File: src/shared/sar_adc_pkg.sv
// Constants, timing and state codes for the successive approximation converter control
// Overview of operation
// - Power-down low shuts down; chip select picks mode
// - Convert start and read need chip select low
// - Result pins driven only when read, select low
// - Convert start falling edge begins a conversion
// - Busy low throughout conversion, high when done
// - Result latched by the time busy rises
// - Approximation register cleared before bit decisions
// - Running conversion cannot be restarted
// - Decide bits one per step, MSB first
// - Whole approximation word loaded into output latches
// - Conversion paced by internally generated clock
// - Result is two's complement of input difference
package sar_adc_pkg;

	localparam int RESULT_WIDTH   = 14;
	localparam int CLK_PERIOD_NS  = 10;

	// Internal step period; clear step, 14 bit steps and a load cycle take about 1.8 us
	localparam int STEP_TIME_NS   = 120;
	localparam int STEP_CYCLES    = (STEP_TIME_NS + CLK_PERIOD_NS - 1) / CLK_PERIOD_NS;
	localparam int CONV_STEPS     = RESULT_WIDTH + 2;

	// Host-side timing, kept for reference by the far end
	localparam int ACQ_TIME_NS    = 400;
	localparam int ACQ_CYCLES     = (ACQ_TIME_NS + CLK_PERIOD_NS - 1) / CLK_PERIOD_NS;
	localparam int WAKE_TIME_NS   = 400;
	localparam int WAKE_CYCLES    = (WAKE_TIME_NS + CLK_PERIOD_NS - 1) / CLK_PERIOD_NS;
	localparam int CONVERT_START_SAFE_NS     = 900;
	localparam int CONVERT_START_SAFE_CYCLES = CONVERT_START_SAFE_NS / CLK_PERIOD_NS;

	localparam logic [RESULT_WIDTH-1:0] RESULT_RESET = 14'h0000;
	localparam logic [RESULT_WIDTH-1:0] APPROX_RESET = 14'h0000;

	typedef enum logic [3:0] {
		ST_IDLE   = 4'b0001,
		ST_CLEAR  = 4'b0010,
		ST_DECIDE = 4'b0100,
		ST_LOAD   = 4'b1000
	} state_type;

endpackage

File: src/conv_step_timer.sv
// Internal step clock that paces each conversion step
module conv_step_timer #(
	parameter int STEP_CYCLES = sar_adc_pkg::STEP_CYCLES
) (
	input  wire logic clk,
	input  wire logic srst,
	input  wire logic run,
	input  wire logic restart,
	output logic      step
);

	localparam int CW = (STEP_CYCLES > 1) ? $clog2(STEP_CYCLES) : 1;
	localparam logic [CW-1:0] LAST = CW'(STEP_CYCLES - 1);

	logic [CW-1:0] count_ff;
	logic [CW-1:0] nxt_count;
	wire           at_last;

	assign at_last   = (count_ff == LAST);
	assign nxt_count = (restart || !run || at_last) ? '0 : count_ff + 1'b1;
	// Restart realigns the phase so every conversion has equal first step
	assign step      = run && !restart && at_last;

	always_ff @(posedge clk) begin
		if (srst) begin
			count_ff <= '0;
		end else begin
			count_ff <= nxt_count;
		end
	end

endmodule

File: src/sar_adc_parallel_control.sv
// Control logic of a successive approximation converter with a parallel result port
module sar_adc_parallel_control #(
	parameter int WIDTH       = sar_adc_pkg::RESULT_WIDTH,
	parameter int STEP_CYCLES = sar_adc_pkg::STEP_CYCLES
) (
	input  wire logic             clk,
	input  wire logic             srst,
	input  wire logic             cs_n,
	input  wire logic             convert_start_n,
	input  wire logic             rd_n,
	input  wire logic             power_down_n,
	input  wire logic             comp_above,
	output logic                  busy_n,
	output logic [WIDTH-1:0]      result_bits,
	output logic                  result_oe_n,
	output logic [WIDTH-1:0]      dac_trial_code,
	output logic                  sample_acquire,
	output logic                  nap_mode,
	output logic                  sleep_mode
);

	localparam int IW = $clog2(WIDTH);
	localparam logic [IW-1:0] TOP_BIT = IW'(WIDTH - 1);
	localparam logic [IW-1:0] BIT_ZERO = '0;

	sar_adc_pkg::state_type state_ff;
	sar_adc_pkg::state_type nxt_state;

	logic [WIDTH-1:0] approx_register_ff;
	logic [WIDTH-1:0] nxt_approx_register;
	logic [WIDTH-1:0] result_bits_ff;
	logic [WIDTH-1:0] nxt_result_bits;
	logic [IW-1:0]    bit_idx_ff;
	logic [IW-1:0]    nxt_bit_idx;
	logic             convert_start_prev_ff;
	logic             power_down_prev_ff;
	logic             nap_mode_ff;
	logic             nxt_nap_mode;
	logic             sleep_mode_ff;
	logic             nxt_sleep_mode;

	wire              step;
	wire              start_fall;
	wire              start_take;
	wire              shutdown;
	wire              pd_fall;
	wire              in_idle;
	wire              in_clear;
	wire              in_decide;
	wire              in_load;
	wire              last_bit;
	wire [WIDTH-1:0]  bit_mask;
	wire [WIDTH-1:0]  twos_result;

	// Edge of convert start counts only with chip select low
	assign start_fall = convert_start_prev_ff && !convert_start_n && !cs_n;
	// New conversion only from idle and awake; later edges are ignored
	assign start_take = start_fall && in_idle && power_down_n;
	assign shutdown   = !power_down_n;
	assign pd_fall    = power_down_prev_ff && !power_down_n;

	assign in_idle   = (state_ff == sar_adc_pkg::ST_IDLE);
	assign in_clear  = (state_ff == sar_adc_pkg::ST_CLEAR);
	assign in_decide = (state_ff == sar_adc_pkg::ST_DECIDE);
	assign in_load   = (state_ff == sar_adc_pkg::ST_LOAD);
	assign last_bit  = (bit_idx_ff == BIT_ZERO);

	assign bit_mask    = WIDTH'(1) << bit_idx_ff;
	// Offset binary from the DAC becomes two's complement by MSB flip
	assign twos_result = {~approx_register_ff[WIDTH-1], approx_register_ff[WIDTH-2:0]};

	// Pins drive only while read and select are both low
	assign result_oe_n    = rd_n || cs_n;
	assign result_bits    = result_bits_ff;
	assign busy_n         = in_idle;
	assign dac_trial_code = in_decide ? (approx_register_ff | bit_mask) : approx_register_ff;
	assign sample_acquire = in_idle && power_down_n;
	assign nap_mode       = nap_mode_ff;
	assign sleep_mode     = sleep_mode_ff;

	conv_step_timer #(
		.STEP_CYCLES (STEP_CYCLES)
	) u_step_timer (
		.clk     (clk),
		.srst    (srst),
		.run     (!in_idle),
		.restart (start_take),
		.step    (step)
	);

	// Shutdown aborts a running conversion without touching the latches
	always_comb begin
		nxt_state   = state_ff;
		nxt_bit_idx = bit_idx_ff;
		unique case (state_ff)
			sar_adc_pkg::ST_IDLE: begin
				if (start_take) begin
					nxt_state = sar_adc_pkg::ST_CLEAR;
				end
			end
			sar_adc_pkg::ST_CLEAR: begin
				if (step) begin
					nxt_state   = sar_adc_pkg::ST_DECIDE;
					nxt_bit_idx = TOP_BIT;
				end
			end
			sar_adc_pkg::ST_DECIDE: begin
				if (step) begin
					if (last_bit) begin
						nxt_state = sar_adc_pkg::ST_LOAD;
					end else begin
						nxt_bit_idx = bit_idx_ff - 1'b1;
					end
				end
			end
			sar_adc_pkg::ST_LOAD: begin
				nxt_state = sar_adc_pkg::ST_IDLE;
			end
			default: begin
				nxt_state = sar_adc_pkg::ST_IDLE;
			end
		endcase
		if (shutdown) begin
			nxt_state = sar_adc_pkg::ST_IDLE;
		end
	end

	genvar gi;
	generate
		for (gi = 0; gi < WIDTH; gi++) begin : g_approx
			assign nxt_approx_register[gi] = start_take ? 1'b0 :
				(in_decide && step && (bit_idx_ff == IW'(gi))) ? comp_above :
				approx_register_ff[gi];
		end
	endgenerate

	// Latch updates only on completion, so repeated reads agree
	assign nxt_result_bits = in_load ? twos_result : result_bits_ff;

	// Mode is chosen by chip select at the falling edge of power-down
	assign nxt_nap_mode   = shutdown && (pd_fall ? !cs_n : nap_mode_ff);
	assign nxt_sleep_mode = shutdown && (pd_fall ? cs_n : sleep_mode_ff);

	always_ff @(posedge clk) begin
		if (srst) begin
			state_ff              <= sar_adc_pkg::ST_IDLE;
			bit_idx_ff            <= '0;
			approx_register_ff    <= sar_adc_pkg::APPROX_RESET;
			result_bits_ff        <= sar_adc_pkg::RESULT_RESET;
			convert_start_prev_ff <= 1'b1;
			power_down_prev_ff    <= 1'b1;
			nap_mode_ff           <= 1'b0;
			sleep_mode_ff         <= 1'b0;
		end else begin
			state_ff              <= nxt_state;
			bit_idx_ff            <= nxt_bit_idx;
			approx_register_ff    <= nxt_approx_register;
			result_bits_ff        <= nxt_result_bits;
			convert_start_prev_ff <= convert_start_n;
			power_down_prev_ff    <= power_down_n;
			nap_mode_ff           <= nxt_nap_mode;
			sleep_mode_ff         <= nxt_sleep_mode;
		end
	end

	// Longest busy time in clock cycles, with margin
	localparam int conv_bound = 260;

	property p_oe_gate;
		@(posedge clk) disable iff (srst)
		!result_oe_n |-> (!rd_n && !cs_n);
	endproperty
	a_oe_gate: assert property (p_oe_gate)
		else $error("result pins enabled without read and select");

	property p_start;
		@(posedge clk) disable iff (srst)
		(busy_n && $fell(convert_start_n) && !cs_n && power_down_n) |=> (!busy_n && approx_register_ff == '0);
	endproperty
	a_start: assert property (p_start)
		else $error("convert start edge did not begin a conversion");

	property p_cs_ignore;
		@(posedge clk) disable iff (srst)
		(busy_n && cs_n) |=> busy_n;
	endproperty
	a_cs_ignore: assert property (p_cs_ignore)
		else $error("conversion started with chip select high");

	property p_busy_span;
		@(posedge clk) disable iff (srst)
		($fell(busy_n) ##1 power_down_n[*1]) |-> ##[1:conv_bound] busy_n;
	endproperty
	a_busy_span: assert property (p_busy_span)
		else $error("busy stayed low too long");

	property p_busy_min;
		@(posedge clk) disable iff (srst)
		$fell(busy_n) |-> (!busy_n || !power_down_n)[*8];
	endproperty
	a_busy_min: assert property (p_busy_min)
		else $error("busy rose too early");

	property p_result_at_busy;
		@(posedge clk) disable iff (srst)
		($rose(busy_n) && power_down_n && $past(power_down_n))
			|-> (result_bits == {~approx_register_ff[WIDTH-1], approx_register_ff[WIDTH-2:0]});
	endproperty
	a_result_at_busy: assert property (p_result_at_busy)
		else $error("result not in latches when busy rose");

	property p_clear;
		@(posedge clk) disable iff (srst)
		in_clear |-> (approx_register_ff == '0);
	endproperty
	a_clear: assert property (p_clear)
		else $error("approximation register not cleared");

	property p_no_restart;
		@(posedge clk) disable iff (srst)
		(in_decide && start_fall) |=> !in_clear;
	endproperty
	a_no_restart: assert property (p_no_restart)
		else $error("running conversion was restarted");

	property p_msb_first;
		@(posedge clk) disable iff (srst)
		(in_clear && step && power_down_n) |=> (in_decide && bit_idx_ff == TOP_BIT);
	endproperty
	a_msb_first: assert property (p_msb_first)
		else $error("bit decisions did not start at the top bit");

	property p_hold;
		@(posedge clk) disable iff (srst)
		(busy_n && !in_load) |=> $stable(result_bits);
	endproperty
	a_hold: assert property (p_hold)
		else $error("result changed without a completed conversion");

	property p_nap;
		@(posedge clk) disable iff (srst)
		($fell(power_down_n) && !cs_n) |=> (nap_mode && !sleep_mode);
	endproperty
	a_nap: assert property (p_nap)
		else $error("nap mode not selected");

	property p_sleep;
		@(posedge clk) disable iff (srst)
		($fell(power_down_n) && cs_n) |=> (sleep_mode && !nap_mode);
	endproperty
	a_sleep: assert property (p_sleep)
		else $error("sleep mode not selected");

	property p_load_word;
		@(posedge clk) disable iff (srst)
		in_load |=> (result_bits[WIDTH-2:0] == $past(approx_register_ff[WIDTH-2:0]));
	endproperty
	a_load_word: assert property (p_load_word)
		else $error("approximation word not copied into the latches");

	property p_twos_msb;
		@(posedge clk) disable iff (srst)
		in_load |=> (result_bits[WIDTH-1] == !$past(approx_register_ff[WIDTH-1]));
	endproperty
	a_twos_msb: assert property (p_twos_msb)
		else $error("sign bit not inverted from offset binary");

	property p_step_hold;
		@(posedge clk) disable iff (srst)
		(in_decide && !step) |=> $stable(approx_register_ff);
	endproperty
	a_step_hold: assert property (p_step_hold)
		else $error("approximation register changed between steps");

	property p_bit_order;
		@(posedge clk) disable iff (srst)
		(in_decide && step && !last_bit && power_down_n)
			|=> (in_decide && (bit_idx_ff == $past(bit_idx_ff) - 1'b1));
	endproperty
	a_bit_order: assert property (p_bit_order)
		else $error("bit decisions not in descending order");

	property p_bit_decide;
		@(posedge clk) disable iff (srst)
		(in_decide && step) |=> (approx_register_ff[$past(bit_idx_ff)] == $past(comp_above));
	endproperty
	a_bit_decide: assert property (p_bit_decide)
		else $error("decided bit does not follow the comparator");

	property p_shutdown_abort;
		@(posedge clk) disable iff (srst)
		!power_down_n |=> busy_n;
	endproperty
	a_shutdown_abort: assert property (p_shutdown_abort)
		else $error("conversion kept running in shutdown");

	property p_wake;
		@(posedge clk) disable iff (srst)
		power_down_n |=> (!nap_mode && !sleep_mode);
	endproperty
	a_wake: assert property (p_wake)
		else $error("shutdown mode still shown while awake");

endmodule

File: config.mk
export PLATFORM = sky130hd
export DESIGN_NAME = sar_adc_parallel_control
export DESIGN_NICKNAME = d
export VERILOG_FILES = /design/src/shared/sar_adc_pkg.sv /design/src/conv_step_timer.sv /design/src/sar_adc_parallel_control.sv
export SDC_FILE = /design/constraint.sdc
export NUM_CORES = 1
export LEC_CHECK = 0
export ABC_CLOCK_PERIOD_IN_PS = 5400
export BUFFER_PORTS_ARGS = -buffer_cell sky130_fd_sc_hd__buf_4
export CAP_MARGIN = 20
export CORE_ASPECT_RATIO = 0.7
export CORE_MARGIN = 2
export CORE_UTILIZATION = 59
export CTS_CLUSTER_SIZE = 25
export DETAILED_ROUTE_END_ITERATION = 16
export PLACE_DENSITY = 0.82
export SETUP_SLACK_MARGIN = 0.4
export SLEW_MARGIN = 25
export SYNTH_ARGS = -nofsm -noshare
export SYNTH_HDL_FRONTEND = slang
export SYNTH_SLANG_ARGS = --single-unit
File: constraint.sdc
create_clock -name clk -period 5.4 [get_ports clk]
set_input_delay 1.08 -clock clk [delete_from_list [all_inputs] [get_ports clk]]
set_output_delay 1.08 -clock clk [all_outputs]
set_load 0.1 [all_outputs]
* After elaboration in Yosys (flattened, before gate mapping)
Index checks and enable logic that the tools add are counted.
** Word-level totals
- Bits of input ports :: 7
- Register bits after elaboration :: 44
- Word-level logic and storage cells :: 103
- Output and inout port bits :: 33
** Cells by class
- Reduce and logical (&&, ||, !) cells :: 40
- Shift operators :: 1
- Equal/unequal tests :: 23
- Muxes and demuxes :: 12
- Bitwise operators :: 3
- Add/sub/neg operators :: 2
** Operator list (count)
- $eq 4x4->1 const B :: 8
- $mux 4 :: 7
- $logic_and 1x1->1 :: 25
- $eq 4x3->1 const B :: 5
- $mux 14 :: 1
- $or 14x14->14 :: 1
- $shl 1x4->14 const A :: 1
- $eq 4x2->1 const B :: 3
- $pmux 4 s3 :: 1
- $eq 4x1->1 const B :: 2
- $ne 2x2->1 const B :: 4
- $pmux 4 s2 :: 1
- $reduce_and 4->1 :: 2
- $reduce_or 2->1 :: 3
- $logic_not 1->1 :: 5
- $add 4x1->4 const B :: 1
- $logic_not 4->1 :: 1
- $sub 4x1->4 const B :: 1
- $logic_or 1x1->1 :: 3
- $mux 1 :: 2
- $ne 2x1->1 const B :: 1
- $not 1->1 :: 2
- $reduce_bool 2->1 :: 1

* Longest topological paths before layout
Gate-level depths: netlist of the first run.
- Depth in word-level cells :: 10
- Mapped depth :: 6
- Depth with buffers taken out :: 6

* By module
Synthesis of the first run repeated with hierarchy kept, for this count alone.
** Second synthesis, totals
- Cells, all modules :: 251
- Area, all modules :: 2152.1 um^2
** Modules (own cells, without submodules)
- sar_adc_parallel_control :: area each 1984.4 um^2, instances 1, cells each 234
- conv_step_timer :: area each 167.7 um^2, instances 1, cells each 17

* Worst setup path after synthesis of the first run
OpenSTA, ideal clock, no wires.
- Path kind :: flip-flop to output port
- Start :: register state_ff[3]
- End :: output port sample_acquire
- Setup slack :: 1.745 ns
- Stages on the path, launching flop included :: 3
- Data required time :: 4.320 ns
- Path buffers :: 0
- Data arrival time :: 2.575 ns
- Cell sequence :: dfxtp_1 -> nor4b_4 -> and2_1
** On the way
- Word-level cells in the longest chain between the ends :: 2
** RTL lines
- start: declaration :: line sar_adc_parallel_control.sv:26 : sar_adc_pkg::state_type state_ff;
- start signal: assignment :: line sar_adc_parallel_control.sv:146 : state_ff <= sar_adc_pkg::ST_IDLE;
- start signal: assignment :: line sar_adc_parallel_control.sv:155 : state_ff <= nxt_state;
- $eq 4x1->1 :: line sar_adc_parallel_control.sv:62 : assign in_idle = (state_ff == sar_adc_pkg::ST_IDLE);
- net busy_n :: line sar_adc_parallel_control.sv:13 : output logic busy_n,
- $logic_and 1x1->1 :: line sar_adc_parallel_control.sv:77 : assign sample_acquire = in_idle && power_down_n;
- end: declaration :: line sar_adc_parallel_control.sv:17 : output logic sample_acquire,
The timed path passes the listed nets, and every way through them passes these cells.

* Final worst setup path of the first run
- Start :: register bit_idx_ff[0]
- End :: output port dac_trial_code[0]
** On the way
- Word-level cells in the longest chain between the ends :: 3
** RTL lines
- start: declaration :: line sar_adc_parallel_control.sv:33 : logic [IW-1:0] bit_idx_ff;
- start signal: assignment :: line sar_adc_parallel_control.sv:156 : bit_idx_ff <= nxt_bit_idx;
- $shl 1x4->14 :: line sar_adc_parallel_control.sv:68 : assign bit_mask = WIDTH'(1) << bit_idx_ff;
- $or 14x14->14 :: line sar_adc_parallel_control.sv:76 : assign dac_trial_code = in_decide ? (approx_register_ff | bit_mask) : approx_register_ff;
- $mux 14 :: line sar_adc_parallel_control.sv:76
- end: declaration :: line sar_adc_parallel_control.sv:16 : output logic [WIDTH-1:0] dac_trial_code,
No other way between the ends.

==> results of run 1 <==
## per-layer routing
layer | part of all wire [%] | global-route usage, %
met1 | 49 | 35.5
met2 | 44 | 37.5
met3 | 6.7 | 8.24
met4 | 0.84 | 6.73
met5 | 0 | 0
## sequential cells by signal, summed over array words and instances (netlist names)
register and count:
u_step_timer.count_ff 4, bit_idx_ff 4, approx_register_ff 14, state_ff 4, result_bits 14, power_down_prev_ff 1, nap_mode 1, convert_start_prev_ff 1
sleep_mode 1
## power breakdown
| group | total, mW | internal [mW] | switching, mW |
|---|---|---|---|
| clock network | 0.211 | 0.104 | 0.106 |
| logic | 0.0373 | 0.0113 | 0.0260 |
| registers | 0.328 | 0.326 | 0.00165 |
| total | 0.576 | 0.442 | 0.134 |
## cells by family (layout without fill, tap and decap cells)
| family | count (synthesis) | in the layout | synth area share (%) |
|---|---|---|---|
| AOI/OAI and AO/OA | 45 | 45 | 15.3 |
| xor gates and xnor gates | 2 | 2 | 0.826 |
| adders and majority gates | 6 | 6 | 3.54 |
| buffers and inverters | 19 | 54 | 3.83 |
| DFF | 44 | 44 | 41.5 |
| muxes | 14 | 14 | 6.61 |
| and+or+nand+nor | 99 | 99 | 28.3 |
## cells in the mapped netlist, types with 2 or more instances
cell       n  area (sq um)
dfxtp_1   44           881
clkbuf_1  11          41.3
buf_2      2          10.0
nor2_4     2          22.5
nand3b_1  13          97.6
mux2i_1   14           140
and4_1     2          17.5
or2_2      3          18.8
nand2_1   30           113
nand3_1   11          55.1
nor3b_1    2          15.0
nand4_1    3          18.8
nor2b_1    2          12.5
a21oi_1   18          90.1
and2_1     2          12.5
a211o_1    2          17.5
o21bai_1   3          22.5
nor3_1     2          10.0
nand2b_1   5          31.3
nor2_1    11          41.3
nor4b_1    2          17.5
ha_1       6          75.1
a21o_1     9          67.6
inv_1      5          18.8
## final cells by class
cell class,instances,area share (%)
clock buffer,8,3.57
timing repair buffer,41,12.2
inverter,5,0.743
multi-input combinational,166,46.1
sequential,44,34.9
tap,50,2.48
## through the flow
stage | power [mW] | util, % | std cells | cell area [sq um] | worst slack (ns)
2_1_floorplan | 0.363 | - | 229 | 2120 | 1.74
3_3_place_gp | 0.372 | 69.7 | 306 | 2430 | 2.35
3_5_place_dp | 0.373 | 69.7 | 306 | 2430 | 2.31
4_1_cts | 0.578 | 72.3 | 314 | 2520 | 1.99
5_1_grt | 0.595 | 72.3 | 314 | 2520 | 1.80
6_report | 0.576 | 72.3 | 314 | 2520 | 1.97
## worst min-delay path by stage
stage,endpoint,cells past startpoint
after floorplan,u_step_timer.count_ff[0]$_SDFF_PP0_,1
after global placement,u_step_timer.count_ff[0]$_SDFF_PP0_,1
after detailed placement,u_step_timer.count_ff[0]$_SDFF_PP0_,1
after CTS,result_bits[8]$_SDFFE_PP0N_,2
after global routing,result_bits[4]$_SDFFE_PP0N_,2
final,u_step_timer.count_ff[0]$_SDFF_PP0_,1
==> key figures, run 1 <==
Floorplanning
  – Core box area: 3490 sq um
  – Starting density of the core: 60.8%
  – Die Span Y: 54.2 um
  – Die area: 4100 sq um
  – Row count: 18
  – I/O pins: 40
  – Die Wd: 75.7 um

Worst setup path
  – Slowest stage delay, CP: 0.67 ns
  – Reg2Reg Depth: 4
  – Delay-heaviest family, CP: simple AND/OR/NAND/NOR gates
  – Critical path launch point: bit_idx_ff[0]$_SDFFE_PP0P_
  – Crit-path max FO: 6
  – Crit path cell chain: inv_1 -> ha_1 -> nor3b_1 -> nand2_1 -> nand2b_1 -> buf_4
  – RR Endpoint: approx_register_ff[13]$_SDFFE_PP0P_
  – Crit start category: flip-flop
  – Stages on worst setup path: 6
  – Worst Setup Path Type: reg2out
  – Worst EP arrival: 2.35 ns
  – Worst setup path endpoint: dac_trial_code[0]
  – Reg2reg start: state_ff[0]$_SDFFE_PP1P_
  – FF-to-FF setup slack: 2.96 ns
  – CP endpoint kind: primary output
  – Max stage delay cell, worst path: nor3b_1
  – WP buf/inv: 2
  – Required time of the critical path: 4.32 ns

STA
  – Setup tns final: 0 ns
  – Relative max-transition margin: 48.5%
  – Max Fclk: 292 MHz
  – Shortest period the worst path allows: 3.43 ns
  – Setup violations, final: 0
  – Worst Max-Slew Pin Slew: 0.770 ns
  – RSZ-0062 raised after global routing: no
  – Max Transition Viols Final: 0
  – Layout Skew: 0.00811 ns
  – Final worst-path cycle share: 63.5%
  – Fin. Hold Viols: 0
  – WHS: 0.455 ns

Min path
  – Hold WC Path Type: reg2reg
  – HP Start: u_step_timer.count_ff[0]$_SDFF_PP0_

Route
  – ANT nets after route: 0
  – DRC: 0
  – First-iteration detailed-routing DRC count: 88
  – DRT Pass-1 Iters: 4
  – Routed vias: 1765
  – Avg Vias per Cell: 5.62
  – Wire length per cell: 15.2 um
  – Routed Wire Length: 4770 um

GRT
  – Largest net degree at the start of global routing: 37
  – Total GRT Usage: 25.3%
  – Vias in the first global route: 1583
  – First-pass GRT wire length: 7560 um
  – Initial antenna violation count: 0
  – Grt total ovfl: 0

Placed design
  – PortBufs: 39
  – DP Wirelength: 3310 um
  – RePlAce Congestion: 0.910

Layout
  – Most frequent cells in the layout: dfxtp_1 (44), buf_4 (41), nand2_1 (30)
  – Fin nets: 276
  – Share of cells above drive strength 1: 23.9%
  – Layout area overhead: 19.1%
  – Fillers: 287
  – Register area: 881 sq um
  – Footprint of the multi-input gates: 1160 sq um
  – # diodes: 0
  – Most common cell after layout, fill and taps aside: dfxtp_1

Clock network
  – TritonCTS Buffers: 5
  – CTS resizes: 0
  – # H-tree levels: 2
  – Hold Buf Count CTS: 0
  – CTS tree: done
  – TritonCTS Sinks: 44
  – Max clock buf depth: 2
  – Worst-skew pair later-pin latency: 0.30 ns
  – Post CTS Setup Buffer Count: 0
  – Root buf cell: clkbuf_8
  – Clk slew on worst S/H paths: 0.08 ns

Yosys
  – Syn_nets: 242
  – EDFF count, synth: 0
  – Netlist cell types: 49
  – Synth Warn #: 0
  – Register area share after synthesis: 41.5%
  – Syn Area/Cell: 9.26 sq um
  – Seq cells post-synth: 44
  – Mapped Area: 2120 sq um
  – Post-synth top flop: dfxtp_1
  – Post-Syn Instances: 229
  – Post-synth ARST share: 0%

Pwr
  – Pleak: 1.11 nW
  – P per Cell Area: 228 nW/um^2
  – Peak VDD IR: 0.000178 V

Run status
  – Run status: finished clean

Flow run
  – Max_cap viols: 0
(Power assumes the default switching activity.)
==> inputs of run 2 (changes only) <==
ABC_CLOCK_PERIOD_IN_PS = 2920   (was 5400)
CORE_UTILIZATION = 49   (was 59)
PLACE_DENSITY = 0.73   (was 0.82)
clock period = 2.92 ns   (was 5.4 ns; I/O delays follow)
==> run 2 against run 1 <==
Compared with the run above: clock skew shrank 0.0028 ns; setup slack got worse by 1.5 ns; combinational power rose by 89%; via count is 2.9% higher; highest routed layer unchanged.
==> key figures, run 2 (synthesis gave the netlist of run 1 again) <==
STA
  – Final worst-path cycle share: 85.1%
  – Setup violations, final: 0
  – Max Transition Viols Final: 0
  – Fin. Hold Viols: 0
  – Layout Skew: 0.00531 ns
  – Relative max-transition margin: 46.7%
  – RSZ-0062 raised after global routing: yes
  – Worst Max-Slew Pin Slew: 0.799 ns
  – Setup tns final: 0 ns
  – Max Fclk: 403 MHz
  – Shortest period the worst path allows: 2.48 ns

Floorplanning
  – Starting density of the core: 52.5%
  – Row count: 19
  – Die area: 4880 sq um
  – Die Wd: 82.6 um
  – I/O pins: 40
  – Core box area: 4040 sq um
  – Die Span Y: 59.0 um

Worst setup path
  – Worst EP arrival: 1.90 ns
  – Worst Setup Path Type: reg2out
  – Crit start category: flip-flop
  – Crit-path max FO: 6
  – Required time of the critical path: 2.34 ns
  – CP endpoint kind: primary output

Route
  – Avg Vias per Cell: 5.59
  – DRT Pass-1 Iters: 4
  – Routed vias: 1816
  – ANT nets after route: 0
  – DRC: 0
  – First-iteration detailed-routing DRC count: 117
  – Routed Wire Length: 5080 um
  – Wire length per cell: 15.6 um

Pwr
  – Comb power frac: 6.5%
  – P per Cell Area: 393 nW/um^2
  – Peak VDD IR: 0.000258 V
  – Pleak: 1.19 nW
  – NetSw: 0.243 mW
  – Flop pwr share: 56.1%
  – Clock Power Share: 37.4%
  – Pint: 0.834 mW
  – Net Sw Frac: 22.6%

GRT
  – Vias in the first global route: 1685
  – Initial antenna violation count: 0
  – Largest net degree at the start of global routing: 37
  – Grt total ovfl: 0
  – First-pass GRT wire length: 8460 um
  – Total GRT Usage: 23.3%

Flow run
  – Max_cap viols: 0

Clock network
  – Worst-skew pair later-pin latency: 0.29 ns
  – # H-tree levels: 2
  – TritonCTS Sinks: 44
  – Clk slew on worst S/H paths: 0.08 ns
  – CTS tree: done
  – Max clock buf depth: 2
  – Hold Buf Count CTS: 0
  – TritonCTS Buffers: 5
  – Root buf cell: clkbuf_8

Layout
  – Most frequent cells in the layout: buf_4 (41), dfxtp_1 (40), nand2_1 (30)
  – Share of cells above drive strength 1: 31.5%
  – Most common cell after layout, fill and taps aside: buf_4
  – # diodes: 0
  – Layout Cells excl Fill: 325
  – Fin nets: 286
  – Layout area overhead: 29.3%

Placed design
  – PortBufs: 39
  – Inst Count DP: 311
  – RePlAce Congestion: 0.810
  – DP Wirelength: 3570 um

Run status
  – Run status: finished clean

Min path
  – Hold WC Path Type: reg2reg
## run 2: changes by cell type in the layout (fill, tap and decap cells not counted), moves of 3 or more
| cell | change |
|---|---|
| buf_6 | +4 |
| dfxtp_1 | -4 |
| o21bai_1 | -3 |
| buf_12 | +5 |
## run 2: critical path, stage by stage (launching register included)
cell and delay, ns:
dfxtp_4 0.36, or4b_4 0.54, buf_8 0.16, buf_4 0.13, o21bai_2 0.13, buf_4 0.31
## run 2: final cells by class
type / instances / area (sq um)
well taps: 52 / 65.1
repair buffers: 51 / 468
clock buffers: 7 / 96.3
fillers: 340 / 1300
multi-input cells: 166 / 1200
inverters: 5 / 18.8
flip-flops and latches: 44 / 891
## run 2: per-layer routing
metal / up-vias / GRT usage, % / share of wire, %
met1: 863 / 36.7 / 49
met3: 4 / 5.03 / 7.1
met2: 50 / 31.1 / 43
met5: - / 0 / 0
li1: 899 / - / -
met4: 0 / 7.49 / 0.89
## run 2: power groups by stage
stage	Clock (mW)	Sequential (mW)	Combinational [mW]
final	0.403	0.604	0.0704
after global routing	0.433	0.605	0.0753
after CTS	0.411	0.605	0.0711
after detailed placement	0	0.620	0.0709
after global placement	0	0.620	0.0702
after floorplan	0	0.628	0.0451
## run 2: worst paths after layout
kind                                     from  cells after the start  slack [ns]                             endpoint
setup reg to reg     state_ff[3]$_SDFFE_PP0P_                      8        0.79  approx_register_ff[12]$_SDFFE_PP0P_
hold / removal    result_bits[0]$_SDFFE_PP0N_                      2        0.46          result_bits[0]$_SDFFE_PP0N_
setup / recovery     state_ff[3]$_SDFFE_PP0P_                      5        0.44                   dac_trial_code[12]
hold reg to reg   result_bits[0]$_SDFFE_PP0N_                      2        0.46          result_bits[0]$_SDFFE_PP0N_
## run 2: metrics by stage
step                      power, mW  util, %  cell area [sq um]  setup slack, ns  hold slack [ns]
final                          1.08     67.9               2740            0.436            0.458
after detailed placement      0.691     61.7               2490            0.586            0.448
after global placement        0.690     61.6               2490            0.613            0.439
after global routing           1.11     67.9               2740            0.369            0.485
after CTS                      1.09     66.5               2690            0.408            0.459
after floorplan               0.673        -               2160           0.0104            0.418
## run 2: what timing repair did
action	4_1_cts	5_1_grt
gates resized for setup	22	6
pin swaps	3	3
setup endpoints to repair	9	10
buffers inserted	3	4
==> inputs of run 3 (changes only) <==
REMOVE_ABC_BUFFERS = 1   (was default)
SYNTH_HIERARCHICAL = 1   (was default)
==> run 3 against run 2 <==
Compared with the run above: largest cell class unchanged; register-to-register slack got worse by 0.31 ns; non-clock buffer count down 6; clock-buffer cell count is 1 lower; first-iteration DRC count up 88%; synthesized cell count up 9.6%; utilization decreased by 4.9 points; sequential share of layout area increased by 0.51 points; die area rose by 1.4%; sequential power hardly changed; maximum frequency is 1.7% higher; setup slack gained 0.041 ns.
==> key figures, run 3 <==
STA
  – Max Fclk: 409 MHz
  – PnR worst setup slack: 0.476 ns
  – Max Transition Viols Final: 0
  – Setup tns final: 0 ns
  – Setup violations, final: 0
  – Shortest period the worst path allows: 2.44 ns
  – Relative max-transition margin: 66.3%
  – Layout Skew: 0.00553 ns
  – Final worst-path cycle share: 83.7%
  – Worst Max-Slew Pin Slew: 0.503 ns
  – Fin. Hold Viols: 0
  – RSZ-0062 raised after global routing: yes

Layout
  – Fin nets: 299
  – Layout Cells excl Fill: 342
  – # diodes: 0
  – Fillers: 380
  – Register area: 890 sq um
  – Layout area overhead: 25.3%
  – Footprint of the multi-input gates: 1210 sq um
  – Share of cells above drive strength 1: 27.9%
  – Most frequent cells in the layout: dfxtp_1 (37), buf_4 (37), nand2_1 (34)
  – Layout Utilization: 63.0%

Yosys
  – Largest area contributor in the synthesized netlist: dfxtp_1
  – Commonest cells post-synth: dfxtp_1 (44), nand2_1 (34), a21oi_1 (30)
  – Mapped Area: 2150 sq um
  – Post-synth top flop: dfxtp_1
  – Area contributors post-synth: dfxtp_1 (41%), a21oi_1 (7.0%), nand2_1 (5.9%), a21o_1 (3.8%), nand4_1 (3.8%)
  – Seq cells post-synth: 44
  – Count leader, synth: dfxtp_1
  – Syn Area/Cell: 8.57 sq um
  – Post-Syn Instances: 251
  – Netlist cell types: 43
  – Post-synth ARST share: 0%
  – Register area share after synthesis: 40.9%
  – EDFF count, synth: 0
  – Top cell type's share of synthesized area: 40.9%
  – Synth Warn #: 6

Clock network
  – Clk slew on worst S/H paths: 0.08 ns
  – Worst-skew pair later-pin latency: 0.30 ns
  – Max clock buf depth: 2
  – CTS tree: done
  – Hold Buf Count CTS: 0
  – # H-tree levels: 2
  – TritonCTS Sinks: 44
  – TritonCTS Buffers: 5
  – Root buf cell: clkbuf_8

Min path
  – Hold WC Path Type: reg2reg

Pwr
  – Net Sw Frac: 22.2%
  – NetSw: 0.250 mW
  – Flop pwr share: 53.8%
  – Pleak: 1.09 nW
  – Pint: 0.875 mW
  – Peak VDD IR: 0.000248 V
  – P per Cell Area: 417 nW/um^2
  – Comb power frac: 5.6%
  – Clock Power Share: 40.6%

GRT
  – Largest net degree at the start of global routing: 26
  – Vias in the first global route: 1679
  – Grt total ovfl: 0
  – First-pass GRT wire length: 8360 um
  – Initial antenna violation count: 0
  – Total GRT Usage: 21.3%

Placed design
  – DP Wirelength: 3460 um
  – Inst Count DP: 332
  – PortBufs: 39
  – Placement Setup Slack: 0.339 ns
  – RePlAce Congestion: 0.906

Route
  – First-iteration detailed-routing DRC count: 220
  – Routed vias: 1943
  – Wire length per cell: 15.1 um
  – Routed Wire Length: 5170 um
  – DRC: 0
  – DRT Pass-1 Iters: 4
  – ANT nets after route: 0
  – Avg Vias per Cell: 5.68

Worst setup path
  – Slowest stage delay, CP: 0.63 ns
  – Worst EP arrival: 1.86 ns
  – FF-to-FF setup slack: 0.48 ns
  – Crit-path max FO: 10
  – Required time of the critical path: 2.34 ns
  – Crit start category: flip-flop
  – Max stage delay cell, worst path: or4b_4
  – CP endpoint kind: primary output
  – Crit path cell chain: or4b_4 -> nor2_4 -> a21o_1 -> buf_6
  – Worst Setup Path Type: reg2out

Floorplanning
  – Row count: 20
  – Die Wd: 83.2 um
  – I/O pins: 40
  – Starting density of the core: 50.3%
  – Die Span Y: 59.4 um
  – Die area: 4950 sq um
  – Core box area: 4280 sq um

Flow run
  – Max_cap viols: 0

Run status
  – Run status: finished clean
[run 3: changes by cell type after synthesis, moves of 4 or more]
cell      previous run  this run
nand3b_1            13         0
a21oi_1             18        30
buf_2                2         8
o31ai_1              1        10
nand4_1              3        13
mux2i_1             14         2
o41ai_1              1         5
nand2_1             30        34
nand3_1             11         3
[run 3: final timing paths]
path / depth (start not counted) / end / startpoint
worst max-delay path: 4 / dac_trial_code[8] / state_ff[3]$_SDFFE_PP0P_
worst min-delay path: 1 / u_step_timer/count_ff[0]$_SDFF_PP0_ / u_step_timer/count_ff[0]$_SDFF_PP0_
worst max register to register: 7 / state_ff[2]$_SDFFE_PP0P_ / state_ff[0]$_SDFFE_PP1P_
worst min register to register: 1 / u_step_timer/count_ff[0]$_SDFF_PP0_ / u_step_timer/count_ff[0]$_SDFF_PP0_
[run 3: repair_timing]
item	CTS	global route
endpoints found under the setup margin	9	11
gates cloned	1	0
setup buffers	1	0
gates resized for setup	15	15
pin swaps	1	2
[run 3: area by class of cell]
cell class	instances	area share (%)
clock buffers	6	2.69
clock inverters	2	1.30
inverters	8	1.11
multi-input cells	182	44.7
flip-flops and latches	44	33.0
well taps	55	2.55
repair buffers	45	14.6
[run 3: critical path, delay by kind of cell, from the launching register on]
kind                   cells  cell delay (ns)
AOI/OAI and AO/OA          1             0.15
buffers and inverters      1             0.22
DFF                        1             0.38
and+or+nand+nor            2             0.81
[run 3: metal layers]
metal | vias to the layer above | share of wire, % | GRT usage (%)
met3 | 7 | 7.8 | 5.01
met1 | 882 | 49 | 31.7
met2 | 74 | 41 | 30.8
met4 | 0 | 1.2 | 6.32
met5 | - | 0 | 0
li1 | 980 | - | -
[run 3: stage by stage]
stage / power, mW / instance area (sq um) / hold slack [ns]
after floorplan: 0.657 / 2060 / 0.418
after global placement: 0.681 / 2480 / 0.426
after detailed placement: 0.682 / 2480 / 0.437
after CTS: 1.13 / 2650 / 0.451
after global routing: 1.17 / 2700 / 0.482
final: 1.13 / 2700 / 0.447
[run 3: cell families after synthesis]
group | count (synthesis) | share of synthesized area [%]
DFF | 44 | 40.9
muxes | 3 | 1.45
AOI/OAI and AO/OA | 71 | 22.5
and+or+nand+nor | 98 | 24.7
adders and majority gates | 6 | 3.49
buffers and inverters | 26 | 5.70
xor gates and xnor gates | 3 | 1.22
[run 3: power by group through the flow]
stage                     registers [mW]  logic, mW  clock network (mW)
after floorplan                    0.627     0.0300                   0
after global placement             0.619     0.0619                   0
after detailed placement           0.619     0.0624                   0
after CTS                          0.605     0.0627               0.460
after global routing               0.606     0.0669               0.492
final                              0.605     0.0635               0.456
